File: src/core/pg_pkg.sv
// constants, types and helpers shared by the link-good pin control block
//
// Function
// - each pin has one direction bit: zero makes it an input, one an output.
// - an input pin with selector 00b is captured into its bit of the input data register at 61Ch.
// - an input pin with selector 01b is routed to the general interrupt path.
// - an output pin with selector 00b is driven from its bit of the output data register at 624h.
// - an output pin with selector 01b is driven with its port's link-good indication.
// - after reset a selector is 01b when the strap is 1011b or 1101b and the port is enabled, else 00b.
// - after reset a direction bit is one under that same condition, else zero.
// - the register packs a two-bit selector then a direction bit per pin, for all ten pins of the bank in order.
// - a pin's data-register bit index equals its position in the bank, port 0 at bit 0.
// - the registers answer in base mode, but in virtual switch mode only to the management port.
// - the space spans 600h to 68Ch, with 670h-67Ch reserved in base mode and 680h-68Ch reserved.
// - the tenth pin uses selector bits 28:27, direction bit 29 and data bit 9; bits 31:30 are reserved.
package pg_pkg;

    localparam int          PIN_COUNT       = 10;
    localparam int          FIELD_STRIDE    = 3;
    localparam int          DIR_BIT_POS     = 2;
    localparam int          SEL_WIDTH       = 2;

    localparam logic [11:0] SPACE_LO        = 12'h600;
    localparam logic [11:0] SPACE_HI        = 12'h68c;
    localparam logic [11:0] DIR_CTRL_OFFSET = 12'h600;
    localparam logic [11:0] IN_DATA_OFFSET  = 12'h61c;
    localparam logic [11:0] OUT_DATA_OFFSET = 12'h624;
    localparam logic [11:0] SHP_ASSIGN_LO   = 12'h670;
    localparam logic [11:0] SHP_ASSIGN_HI   = 12'h67c;
    localparam logic [11:0] RSVD_TAIL_LO    = 12'h680;

    localparam logic [31:0] DIR_CTRL_RESET  = 32'h0000_0000;
    localparam logic [31:0] DIR_CTRL_MASK   = 32'h3fff_ffff;
    localparam logic [9:0]  DATA_RESET      = 10'h000;

    localparam logic [1:0]  SEL_DATA        = 2'h0;
    localparam logic [1:0]  SEL_ALT         = 2'h1;
    localparam logic [3:0]  STRAP_PG_A      = 4'hb;
    localparam logic [3:0]  STRAP_PG_B      = 4'hd;

    // cycles counted in ST_HOLD after reset release: the two sync stages; the strap load comes two cycles later
    localparam logic [1:0]  STRAP_SETTLE    = 2'h2;

    typedef struct packed {
        logic        wr;
        logic        rd;
        logic [11:0] addr;
        logic [3:0]  be;
        logic [31:0] wdata;
    } cfg_req_s;

    typedef enum logic [1:0] {
        ST_HOLD = 2'b00,
        ST_LOAD = 2'b01,
        ST_RUN  = 2'b10
    } boot_state_e;

    function automatic logic [1:0] field_sel(input logic [31:0] r, input int i);
        return r[i*FIELD_STRIDE +: SEL_WIDTH];
    endfunction

    function automatic logic field_dir(input logic [31:0] r, input int i);
        return r[i*FIELD_STRIDE + DIR_BIT_POS];
    endfunction

    function automatic logic [31:0] apply_be(input logic [31:0] old_v,
                                              input logic [31:0] new_v,
                                              input logic [3:0]  be);
        logic [31:0] r;
        r = old_v;
        for (int b = 0; b < 4; b++)
            if (be[b])
                r[b*8 +: 8] = new_v[b*8 +: 8];
        return r;
    endfunction

    function automatic logic [31:0] strap_default(input logic [3:0] strap,
                                                   input logic [9:0] port_en);
        logic [31:0] r;
        r = DIR_CTRL_RESET;
        for (int i = 0; i < PIN_COUNT; i++)
            if ((strap == STRAP_PG_A || strap == STRAP_PG_B) && port_en[i])
            begin
                r[i*FIELD_STRIDE +: SEL_WIDTH]   = SEL_ALT;
                r[i*FIELD_STRIDE + DIR_BIT_POS]  = 1'b1;
            end
        return r;
    endfunction

endpackage

File: src/core/pin_sync.sv
// two-stage synchroniser for pin-level inputs
module pin_sync #(
    parameter int WIDTH = 1
) (
    input  wire logic             clk,
    input  wire logic             rst,
    input  wire logic [WIDTH-1:0] d,
    output logic      [WIDTH-1:0] q
);
    logic [WIDTH-1:0] meta;

    // first stage feeds only the second
    always_ff @(posedge clk or posedge rst)
    begin
        if (rst)
        begin
            meta <= '0;
            q    <= '0;
        end
        else
        begin
            meta <= d;
            q    <= meta;
        end
    end
endmodule // pin_sync

File: src/core/pin_cell.sv
// per-pin source and destination steering
module pin_cell
    import pg_pkg::*;
(
    input  wire logic       dir,
    input  wire logic [1:0] sel,
    input  wire logic       out_data,
    input  wire logic       link_up,
    input  wire logic       pin_level,
    output logic            pin_out,
    output logic            pin_oe,
    output logic            capture,
    output logic            irq_level
);
    always_comb
    begin
        pin_oe    = dir;
        capture   = !dir && sel == SEL_DATA;
        irq_level = !dir && sel == SEL_ALT && pin_level;
        case (sel)
            SEL_DATA: pin_out = out_data;
            // indicator is active low on the pin
            SEL_ALT:  pin_out = !link_up;
            // reserved codes park the pin at its inactive level
            default:  pin_out = 1'b1;
        endcase
    end
endmodule // pin_cell

File: src/core/port_good_pin_ctrl.sv
// direction, source and data registers for the link-good pin bank
module port_good_pin_ctrl
    import pg_pkg::*;
(
    input  wire logic                 CLOCK,
    input  wire logic                 RST,
    input  wire cfg_req_s             CFG_REQ,
    input  wire logic                 VS_MODE,
    input  wire logic                 FROM_MGMT_PORT,
    output logic [31:0]               CFG_RDATA,
    output logic                      CFG_RVALID,
    input  wire logic [3:0]           TEST_MODE_STRAP,
    input  wire logic [PIN_COUNT-1:0] PORT_ENABLE,
    input  wire logic [PIN_COUNT-1:0] PORT_LINK_UP,
    input  wire logic [PIN_COUNT-1:0] LINK_GOOD_PIN_IN,
    output logic      [PIN_COUNT-1:0] LINK_GOOD_PIN_OUT,
    output logic      [PIN_COUNT-1:0] LINK_GOOD_PIN_OE,
    output logic      [PIN_COUNT-1:0] GENERAL_IRQ_LEVEL
);

    ////////////////////////////////////////////////////////////////////////////////
    // state

    boot_state_e              state;
    boot_state_e              next_state;
    logic [1:0]               settle;
    logic [31:0]              dir_ctrl;
    logic [PIN_COUNT-1:0]     in_data;
    logic [PIN_COUNT-1:0]     out_data;
    logic [3:0]               strap_sync;
    logic [PIN_COUNT-1:0]     pin_level;
    logic [PIN_COUNT-1:0]     dir_vec;
    logic [PIN_COUNT-1:0]     sel_data_vec;
    logic [PIN_COUNT-1:0]     sel_alt_vec;
    logic [PIN_COUNT-1:0]     capture;
    logic                     access_ok;
    logic                     in_space;
    logic                     wr_ok;
    logic                     rd_ok;
    logic [31:0]              next_rdata;
    logic [31:0]              out_word;

    ////////////////////////////////////////////////////////////////////////////////
    // pin synchronisers

    pin_sync #(.WIDTH(4)) u_strap_sync (
        .clk (CLOCK),
        .rst (RST),
        .d   (TEST_MODE_STRAP),
        .q   (strap_sync)
    );

    pin_sync #(.WIDTH(PIN_COUNT)) u_pin_sync (
        .clk (CLOCK),
        .rst (RST),
        .d   (LINK_GOOD_PIN_IN),
        .q   (pin_level)
    );

    ////////////////////////////////////////////////////////////////////////////////
    // per-pin steering

    genvar g;
    generate
        for (g = 0; g < PIN_COUNT; g++)
        begin : g_pin
            assign dir_vec[g]      = field_dir(dir_ctrl, g);
            assign sel_data_vec[g] = field_sel(dir_ctrl, g) == SEL_DATA;
            assign sel_alt_vec[g]  = field_sel(dir_ctrl, g) == SEL_ALT;

            pin_cell u_cell (
                .dir       (field_dir(dir_ctrl, g)),
                .sel       (field_sel(dir_ctrl, g)),
                .out_data  (out_data[g]),
                .link_up   (PORT_LINK_UP[g]),
                .pin_level (pin_level[g]),
                .pin_out   (LINK_GOOD_PIN_OUT[g]),
                .pin_oe    (LINK_GOOD_PIN_OE[g]),
                .capture   (capture[g]),
                .irq_level (GENERAL_IRQ_LEVEL[g])
            );
        end
    endgenerate

    ////////////////////////////////////////////////////////////////////////////////
    // strap capture after reset release; straps are not constants under reset

    always_comb
    begin
        next_state = state;
        case (state)
            ST_HOLD: if (settle == STRAP_SETTLE) next_state = ST_LOAD;
            ST_LOAD: next_state = ST_RUN;
            ST_RUN:  next_state = ST_RUN;
            default: next_state = ST_HOLD;
        endcase
    end

    always_ff @(posedge CLOCK or posedge RST)
    begin
        if (RST)
            state <= ST_HOLD;
        else
            state <= next_state;
    end

    always_ff @(posedge CLOCK or posedge RST)
    begin
        if (RST)
            settle <= 2'h0;
        else if (state == ST_HOLD && settle != STRAP_SETTLE)
            settle <= settle + 2'h1;
    end

    ////////////////////////////////////////////////////////////////////////////////
    // access decode

    // virtual switch mode hides the bank from all but the management port
    assign access_ok = !VS_MODE || FROM_MGMT_PORT;
    assign in_space  = CFG_REQ.addr >= SPACE_LO && CFG_REQ.addr <= SPACE_HI;
    // writes before the strap load would be overwritten, so they are refused
    assign wr_ok     = CFG_REQ.wr && access_ok && state == ST_RUN;
    assign rd_ok     = CFG_REQ.rd && access_ok && in_space;
    // output data merged by byte lane, only the low pin bits are kept
    assign out_word  = apply_be({22'h0, out_data}, CFG_REQ.wdata, CFG_REQ.be);

    always_comb
    begin
        next_rdata = 32'h0;
        case (CFG_REQ.addr)
            DIR_CTRL_OFFSET: next_rdata = dir_ctrl;
            IN_DATA_OFFSET:  next_rdata = {22'h0, in_data};
            OUT_DATA_OFFSET: next_rdata = {22'h0, out_data};
            default:         next_rdata = 32'h0;
        endcase
    end

    ////////////////////////////////////////////////////////////////////////////////
    // registers

    always_ff @(posedge CLOCK or posedge RST)
    begin
        if (RST)
            dir_ctrl <= DIR_CTRL_RESET;
        else if (state == ST_LOAD)
            dir_ctrl <= strap_default(strap_sync, PORT_ENABLE);
        else if (wr_ok && CFG_REQ.addr == DIR_CTRL_OFFSET)
            dir_ctrl <= apply_be(dir_ctrl, CFG_REQ.wdata, CFG_REQ.be)
                        & DIR_CTRL_MASK;
    end

    always_ff @(posedge CLOCK or posedge RST)
    begin
        if (RST)
            out_data <= DATA_RESET;
        else if (wr_ok && CFG_REQ.addr == OUT_DATA_OFFSET)
            out_data <= out_word[PIN_COUNT-1:0];
    end

    // pins not captured hold their last sample
    always_ff @(posedge CLOCK or posedge RST)
    begin
        if (RST)
            in_data <= DATA_RESET;
        else
            in_data <= (capture & pin_level) | (~capture & in_data);
    end

    always_ff @(posedge CLOCK or posedge RST)
    begin
        if (RST)
        begin
            CFG_RDATA  <= 32'h0;
            CFG_RVALID <= 1'b0;
        end
        else
        begin
            CFG_RVALID <= CFG_REQ.rd;
            if (CFG_REQ.rd)
                CFG_RDATA <= rd_ok ? next_rdata : 32'h0;
        end
    end

    ////////////////////////////////////////////////////////////////////////////////
    // checks

    a_input_no_drive: assert property (@(posedge CLOCK) disable iff (RST)
        (LINK_GOOD_PIN_OE & ~dir_vec) == '0)
        else $error("driver enabled on an input pin");

    a_data_drive_out: assert property (@(posedge CLOCK) disable iff (RST)
        ((dir_vec & sel_data_vec) & (LINK_GOOD_PIN_OUT ^ out_data)) == '0)
        else $error("output pin does not follow output data");

    a_link_good_drive: assert property (@(posedge CLOCK) disable iff (RST)
        ((dir_vec & sel_alt_vec) & (LINK_GOOD_PIN_OUT ^ ~PORT_LINK_UP)) == '0)
        else $error("link-good pin not following port state");

    a_input_capture: assert property (@(posedge CLOCK) disable iff (RST)
        (~dir_vec & sel_data_vec) != '0
        |=> ((($past(~dir_vec & sel_data_vec)) & (in_data ^ $past(pin_level))) == '0))
        else $error("input data register missed a pin sample");

    a_irq_route: assert property (@(posedge CLOCK) disable iff (RST)
        GENERAL_IRQ_LEVEL == (~dir_vec & sel_alt_vec & pin_level))
        else $error("interrupt routing wrong");

    a_strap_default: assert property (@(posedge CLOCK) disable iff (RST)
        state == ST_LOAD |=> dir_ctrl == strap_default($past(strap_sync),
                                                        $past(PORT_ENABLE)))
        else $error("strap default not loaded");

    a_boot_timing: assert property (@(posedge CLOCK) disable iff (RST)
        $rose(settle == STRAP_SETTLE) |=> state == ST_LOAD ##1 state == ST_RUN)
        else $error("strap load out of sequence");

    a_vs_block_write: assert property (@(posedge CLOCK) disable iff (RST)
        (CFG_REQ.wr && VS_MODE && !FROM_MGMT_PORT && state == ST_RUN)
        |=> $stable(dir_ctrl) && $stable(out_data))
        else $error("write from a non-management port took effect");

    a_reserved_read: assert property (@(posedge CLOCK) disable iff (RST)
        (CFG_REQ.rd && CFG_REQ.addr >= SHP_ASSIGN_LO) |=> CFG_RDATA == 32'h0)
        else $error("reserved offset read non-zero");

    a_reserved_bits: assert property (@(posedge CLOCK) disable iff (RST)
        dir_ctrl[31:30] == 2'b00)
        else $error("reserved direction bits set");

    a_dir_readback: assert property (@(posedge CLOCK) disable iff (RST)
        (CFG_REQ.rd && access_ok && CFG_REQ.addr == DIR_CTRL_OFFSET)
        |=> CFG_RVALID && CFG_RDATA == $past(dir_ctrl))
        else $error("direction register readback wrong");

    a_oe_follow_dir: assert property (@(posedge CLOCK) disable iff (RST)
        LINK_GOOD_PIN_OE == dir_vec)
        else $error("driver enable differs from direction bit");

    a_out_park: assert property (@(posedge CLOCK) disable iff (RST)
        ((dir_vec & ~sel_data_vec & ~sel_alt_vec) & ~LINK_GOOD_PIN_OUT) == '0)
        else $error("reserved source code not parked high");

    a_in_data_hold: assert property (@(posedge CLOCK) disable iff (RST)
        1'b1 |=> ((~$past(capture)) & (in_data ^ $past(in_data))) == '0)
        else $error("input data changed on a pin not captured");

    a_early_wr_drop: assert property (@(posedge CLOCK) disable iff (RST)
        (CFG_REQ.wr && state == ST_HOLD) |=> $stable(dir_ctrl) && $stable(out_data))
        else $error("write before strap load took effect");

    a_boot_no_drive: assert property (@(posedge CLOCK) disable iff (RST)
        state != ST_RUN |-> LINK_GOOD_PIN_OE == '0)
        else $error("pin driven before strap load");

    a_rvalid_pulse: assert property (@(posedge CLOCK) disable iff (RST)
        CFG_REQ.rd |=> CFG_RVALID)
        else $error("read answer missing");

    a_rvalid_idle: assert property (@(posedge CLOCK) disable iff (RST)
        !CFG_REQ.rd |=> !CFG_RVALID)
        else $error("read answer without request");

    a_out_readback: assert property (@(posedge CLOCK) disable iff (RST)
        (CFG_REQ.rd && access_ok && CFG_REQ.addr == OUT_DATA_OFFSET)
        |=> CFG_RDATA == {22'h0, $past(out_data)})
        else $error("output data readback wrong");

    a_in_readback: assert property (@(posedge CLOCK) disable iff (RST)
        (CFG_REQ.rd && access_ok && CFG_REQ.addr == IN_DATA_OFFSET)
        |=> CFG_RDATA == {22'h0, $past(in_data)})
        else $error("input data readback wrong");

    a_denied_read: assert property (@(posedge CLOCK) disable iff (RST)
        (CFG_REQ.rd && VS_MODE && !FROM_MGMT_PORT) |=> CFG_RDATA == 32'h0)
        else $error("denied read returned data");

    ////////////////////////////////////////////////////////////////////////////////
    // scenario covers

    c_mgmt_write: cover property (@(posedge CLOCK) disable iff (RST)
        CFG_REQ.wr && VS_MODE && FROM_MGMT_PORT && state == ST_RUN);

    c_strap_alt: cover property (@(posedge CLOCK) disable iff (RST)
        state == ST_LOAD ##1 (dir_vec & sel_alt_vec) != '0);

    c_link_good_out: cover property (@(posedge CLOCK) disable iff (RST)
        (dir_vec & sel_alt_vec & ~PORT_LINK_UP) != '0);

    c_input_read: cover property (@(posedge CLOCK) disable iff (RST)
        CFG_REQ.rd && CFG_REQ.addr == IN_DATA_OFFSET && in_data != '0);

    c_refused_write: cover property (@(posedge CLOCK) disable iff (RST)
        CFG_REQ.wr && !access_ok && state == ST_RUN);

endmodule // port_good_pin_ctrl

File: config.mk
export PLATFORM = sky130hd
export DESIGN_NAME = port_good_pin_ctrl
export DESIGN_NICKNAME = d
export VERILOG_FILES = /design/src/core/pg_pkg.sv /design/src/core/pin_sync.sv /design/src/core/pin_cell.sv /design/src/core/port_good_pin_ctrl.sv
export SDC_FILE = /design/constraint.sdc
export NUM_CORES = 1
export LEC_CHECK = 0
export BUFFER_PORTS_ARGS = -buffer_cell sky130_fd_sc_hd__buf_2
export CORE_MARGIN = 4
export CORE_UTILIZATION = 47
export CTS_CLUSTER_DIAMETER = 30
export DETAILED_ROUTE_END_ITERATION = 10
export PLACE_DENSITY_LB_ADDON = 0.3
export REMOVE_ABC_BUFFERS = 1
export SYNTH_ARGS = -nofsm -noshare
export SYNTH_HDL_FRONTEND = slang
export SYNTH_SLANG_ARGS = --single-unit
File: constraint.sdc
create_clock -name CLOCK -period 3.9 [get_ports CLOCK]
set_clock_uncertainty 0.15 [all_clocks]
set_input_delay 0.78 -clock CLOCK [delete_from_list [all_inputs] [get_ports CLOCK]]
set_output_delay 0.78 -clock CLOCK [all_outputs]
set_load 0.03 [all_outputs]
Yosys cells after proc, flatten, opt, wreduce, memory -nomap -nowiden. Cells that the tools add are included.

Latch bits: 0. Bits in read-only memories: 0. Input bits: 88. Register bits after elaboration: 117. RAM bits: 0. Word-level logic and storage cells: 167. Output and inout port bits: 63. Memories: 0.

Bitwise operators: 4. Shifts and indexed selects: 0. $mul: 0. Reduce and logical (&&, ||, !) cells: 94. Divide/modulo/power cells: 0. Mux-type cells: 30. Add/sub/neg operators: 1. Order comparisons: 2. Equality and inequality tests: 20.

Operators with widths (number): two-way mux 32 bit (3); one-hot mux 32 bit (3 select lines) (1); logical AND 1 bit (48); equality test 12 x 11 -> 1 bit, second input constant (3); two-way mux 3 bit (10); two-way mux 8 bit (3); equality test 2 x 1 -> 1 bit, second input constant (11); zero test 2 bit (11); zero test 1 bit (21); bitwise AND 10 bit (2); one-hot mux 1 bit (2 select lines) (10); >= comparator 12 x 11 -> 1 bit, second input constant (1); less-or-equal comparator 12 x 11 -> 1 bit, second input constant (1); AND reduction 2 bit (6); inverter 10 bit (1); bitwise OR 10 bit (1); nonzero test 2 bit (5); equality test 4 bit, second input constant (2); two-way mux 6 bit (1); equality test 2 bit, second input constant (2); != test 2 bit, second input constant (2); one-hot mux 2 bit (2 select lines) (1); adder 2 x 1 -> 2 bit, second input constant (1); logical OR 1 bit (2); 2 further kinds (2).

Depth between registers and ports, before layout.
Depth after elaboration: 7. Depth in mapped cells: 7. Gate-level depth less buffers: 6.

Hierarchy. A second synthesis with hierarchy kept.

Cells, all modules: 418. Area, all modules: 4996.0 µm².

Modules (own cells, without submodules): port_good_pin_ctrl (times used 1, seq. area each 2127.0 µm², area an instance 3900.0 µm², cells each 318); pin_sync at u_pin_sync (times used 1, seq. area each 500.5 µm², area an instance 504.2 µm², cells each 21); pin_cell (times used 10, seq. area each 0.0 µm², area an instance 38.8 µm², cells each 7); pin_sync at u_strap_sync (times used 1, seq. area each 200.2 µm², area an instance 203.9 µm², cells each 9).

Worst setup path after synthesis. No wires, ideal clock.

Path type: input -> register. Start: input CFG_REQ[37] (netlist bit). End: register out_data[8]. Setup slack: 1467 ps. Arrival: 2158 ps. Buffers on the path: 0. Library setup time: 125 ps. Required time: 3625 ps. Cell stages on the path: 4. Path through: or4_4 nor3_4 and3_1 mux2_2.

Cells in the longest elaborated chain, start to end: 3.

Ends and longest elaborated chain: start: declaration (RTL line port_good_pin_ctrl.sv:7) `input wire cfg_req_s CFG_REQ,`; equality test 12 x 11 -> 1 bit (RTL line port_good_pin_ctrl.sv:156) `else if (wr_ok && CFG_REQ.addr == OUT_DATA_OFFSET)`; logical AND 1 bit (RTL line port_good_pin_ctrl.sv:156); AND reduction 2 bit (no line); end signal: assignment (RTL line port_good_pin_ctrl.sv:157) `out_data <= out_word[PIN_COUNT-1:0];`; end: declaration (RTL line port_good_pin_ctrl.sv:29) `logic [PIN_COUNT-1:0] out_data;`.

No other way between the ends. A chain may end at the register's enable or synchronous reset.

Worst setup path in the final report.
Start: input CFG_REQ[38] (netlist bit). End: register dir_ctrl[8].

Cells in the longest elaborated chain, start to end: 4.

Ends and longest elaborated chain: equality test 12 x 11 -> 1 bit (RTL line port_good_pin_ctrl.sv:147) `else if (wr_ok && CFG_REQ.addr == DIR_CTRL_OFFSET)`; logical AND 1 bit (RTL line port_good_pin_ctrl.sv:147); nonzero test 2 bit (no line); AND reduction 2 bit (no line); end signal: assignment (RTL line port_good_pin_ctrl.sv:146) `dir_ctrl <= strap_default(strap_sync, PORT_ENABLE);`; end signal: assignment (RTL line port_good_pin_ctrl.sv:148) `dir_ctrl <= apply_be(dir_ctrl, CFG_REQ.wdata, CFG_REQ.be)`; end: declaration (RTL line port_good_pin_ctrl.sv:27) `logic [31:0] dir_ctrl;`.

No other way between the ends.

==> results list <==
* WP buf/inv: 1
- Count of port buffers added during placement: 146
* Total global routing track utilization: 0.223
* Proportion of synthesized flip-flops having asynchronous set or reset: 1.00
- Counting flops with a built-in enable in the synthesized netlist gives 0.
* Number of inserted filler cells in the final layout: 836
* Pwr dens: about 480 mW/mm^2
- Worst Slack Setup Final: about 1.3 ns
- After floorplanning, the core was sized to cover 0.0104 sq mm.
- From left edge to right edge, the die measures 112 microns.
- Hold_buf cts: 0
- The share of total power dissipated in the clock network is 0.546.
- For this design the static power due to leakage is 0.00322 uW.
- Sequential-to-total area share from yosys stat: 0.556
- Of the total synthesized cell area, the portion taken by AND, OR, NAND and NOR gates is 0.114.
- At the later pin of the worst-skew pair, clock insertion delay measures 0.51 ns.
- After synthesis the netlist holds a flip-flop and latch count of 113.
* Total area of multi-input combinational cells: 0.00183 sq mm
- The cell sitting at the root of the clock tree is a clkbuf_8.
- Buffers inserted by post-CTS timing repair: 0
* Crit start category: primary input
* Max-cap violations: 0
- Post-route insts no fill: between 700 and 800
* Critical path data arrival time: 2.88 ns
- Peak ir drop on the vdd network: just under 300 uV
- At the end of routability-driven placement, the weighted congestion stood at 0.821.
- Number of violations reported at the end of detailed-routing iteration 0: 322
- The critical path goes through buf_2, nor4_4, and2_1, a31o_2, o32a_1.
- The initial antenna violation count was 1.
- Worst-path fanout max: 17
* Critical path capture point type: register
- Fraction of the cycle the final worst path needs: 0.664
- For this run, the leading register cell type out of synthesis is dfrtp_1.
- Cell type with the largest total area after synthesis: dfrtp_1
- Counting every instance in the synthesized netlist gives 442.
* Number of max-slew violations in the final report: 0
- Wire length per cell: 19.1 microns
- Share of synthesized area spent on multiplexers: 0.0443
- DR vias: 4032
- The share of total power dissipated in sequential elements is 0.397.
- The setup path with the least slack is of type in -> reg.
- Of the total power, the share spent switching nets is 0.218.
* CTS tree: yes
- Register-to-Register Path Depth: 6
- Post-cts gate resize count: 0
- The via count of the first global-routing pass came to 4196.
* Setup repair after global routing missed its margin: false
* Synth Warn #: 0
* Number of distinct standard cells referenced by the synthesized netlist: 42
* Classification of the worst-slack hold path: in -> async
- Delay-heaviest family, CP: simple AND/OR/NAND/NOR gates
* Sink count of the clock tree: 113
* Time the worst path needs with I/O delays and setup: 2.59 ns
- In this run the vertical extent of the chip is approximately 110 microns.
- P_sw: just under 700 uW
- The count of nets left with antenna violations once routing finished came out at 0.
* Netlist Area Pre-Place: 0.00508 sq mm
- The repair_antennas step left the layout with diodes totalling 0.
- The final-report hold violation count came to 0.
* Area share of xor/xnor cells in the synthesized design: 0.00344
- The flow ran to the end, and the final reports show no timing, DRC or antenna violations.
- Worst stage delay on the critical path: 0.73 ns
* Effective utilization at floorplan: 0.488
* Sequential cell area: 0.00283 sq mm
- Max Clk Rate: 386 MHz
- The share of synthesized area in the top cell type comes to 0.556.
- Of the cells placed in the final design, the portion with a size suffix greater than 1 is 0.367.
* Overflow after GRT: 0
- Compared with the post-synthesis result, the final layout area differs by 25.2%.
- Once detailed placement completed, the half-perimeter wirelength came to 9390 microns.
- Post-detailed-routing wire length: ~14000 microns
- After detailed routing, the number of remaining DRC violations is 0.
- Dominant combinational cell family by area after synthesis: compound AO/OA/AOI/OAI gates
- After detailed placement, the design holds a cell count of 679.
- In this run the mean area of a mapped cell was 11.5 sq um.
- 151 I/O pins were placed.
- Cell with the biggest individual delay on the critical path: and2_1
- Number of detailed-routing iterations run before antenna repair: 5
* Util after Layout: 0.611
- Buffers inserted during clock tree synthesis total 17.
* Internal Pwr Total: 2410 uW
- The compound-gate portion of the synthesized area is 0.186.
- Combinational group share of total power: 0.057
- Adder and majority gate portion of the synthesized area: 0.00984
* Net count of the finished layout: 654
- Endpoints failing setup: 0
* Number of cells on the critical path: 5
- Site Rows: 37
- Clock-pin slew reported for the worst setup and hold paths after clock tree synthesis: 0.06 ns
* Wire length of the first global-routing pass: between 20000 and 25000 microns
* Required arrival time at the worst endpoint: 4.19 ns
* Worst-Margin Slew: 1.12 ns
- Minimum setup slack after placement: between 0.8 and 0.9 ns
- Entering global routing, the biggest net connects between 60 and 70 pins.
- Largest cells by area after synthesis: dfrtp_1 (56%), buf_4 (4.7%), a22o_1 (4.3%), mux2_2 (4.2%), o32a_1 (3.9%)
- In this run the tightest slew margin relative to its limit is 0.253.
* Maximum clock path buffer count: 2
- The die covers between 0.01 and 0.015 sq mm.
- Dividing the detail-routed via count by the number of cells gives 5.67.
- H-tree depth: 4
synthesized netlist by cell type, types with 2 or more instances:
master,n
xnor2_1,2
o31ai_1,10
o32a_1,20
nand2_1,24
o2bb2ai_1,10
nand4_1,11
a22oi_1,5
ha_1,4
o21ai_0,12
nor2_1,6
and2_1,13
dfrtp_1,113
clkbuf_1,12
nand3_1,2
mux2_2,19
a41oi_1,4
buf_2,6
nor3_1,20
a31o_2,3
a222oi_1,5
inv_1,29
and4bb_1,2
buf_4,32
a21oi_1,26
a22o_1,25
nand2b_1,11
path summary, 6_finish.rpt:
path / slack (ns) / start / end
hold / removal: 0.19 / RST / u_pin_sync.meta[4]
setup / recovery: 1.31 / CFG_REQ[38] / dir_ctrl[8]
min in group CLOCK: 0.20 / u_pin_sync.meta[1] / u_pin_sync.q[1]
hold reg to reg: 0.20 / u_pin_sync.meta[1] / u_pin_sync.q[1]
setup reg to reg: 1.71 / state[0] / dir_ctrl[0]
max in group asynchronous: 2.61 / RST / CFG_RDATA[21]
worst reg2reg max path: cells and delay by family, from the launching register on:
family / cells / cell delay (ns)
compound gates: 2 / 0.99
buf+inv: 1 / 0.09
simple gates: 2 / 0.28
fa+ha+maj: 1 / 0.14
flops: 1 / 0.40
kinds of logic (layout without fill, tap and decap cells):
logic type      after synthesis  after routing
compound gates              122            122
flops                       113            113
simple gates                100            100
buf+inv                      80            212
mux                          20             20
fa+ha+maj                     4              4
xor+xnor                      2              2
other cells                   1              2
sequential cells by signal, summed over array words and instances, names as in the netlist, named ones only:
register,cells
CFG_RDATA,30
dir_ctrl,30
out_data,10
u_pin_sync.meta,10
u_pin_sync.q,10
u_strap_sync.meta,4
u_strap_sync.q,4
settle,2
state,2
CFG_RVALID,1
per-stage QoR:
step	setup TNS [ns]	hold slack (ns)	total power [uW]	cell area, sq um
final	0	0.194	3090	6370
after global routing	0	0.194	3190	6370
after CTS	0	0.199	3110	6370
after detailed placement	0	0.186	1420	5720
after global placement	0	0.182	1420	5720
after floorplan	-1.96	0.181	1330	4760
power by group through the flow:
stage                     logic (uW)  clock network, uW  registers, uW
after CTS                        178               1710           1230
after global routing             195               1770           1230
final                            175               1690           1230
after floorplan                 83.2                  0           1250
after detailed placement         177                  0           1250
after global placement           173                  0           1240
cells in the final DEF, fill, tap and decap left out, types with 4 or more instances in the layout:
cell and instances:
nor2_1 6, nand2_1 24, inv_1 28, and2_1 13
buf_2 146, bufinv_16 5, o31ai_1 10, nand2b_1 11
a41oi_1 4, o32a_1 20, clkbuf_16 16, nor3_1 20
a22oi_1 5, dfrtp_1 113, a22o_1 25, o21ai_0 12
ha_1 4, buf_4 4, o2bb2ai_1 10, nand4_1 11
a222oi_1 5, a21oi_1 26, mux2_2 19
per-layer routing:
| layer | global-route usage | vias to the layer above | share of wire |
|---|---|---|---|
| li1 | - | 1841 | - |
| met4 | 0.0817 | 2 | 0.020 |
| met3 | 0.0685 | 26 | 0.088 |
| met5 | 0 | - | 0.00051 |
| met1 | 0.289 | 1960 | 0.42 |
| met2 | 0.355 | 203 | 0.47 |
final cells by class:
type	count	area share
clock buffers	20	0.0700
clock inverters	12	0.0322
inverters	29	0.0175
multi-input cells	250	0.287
flip-flops and latches	113	0.444
well taps	136	0.0267
repair buffers	151	0.123
No activity file was read; power rests on OpenSTA's default activity.
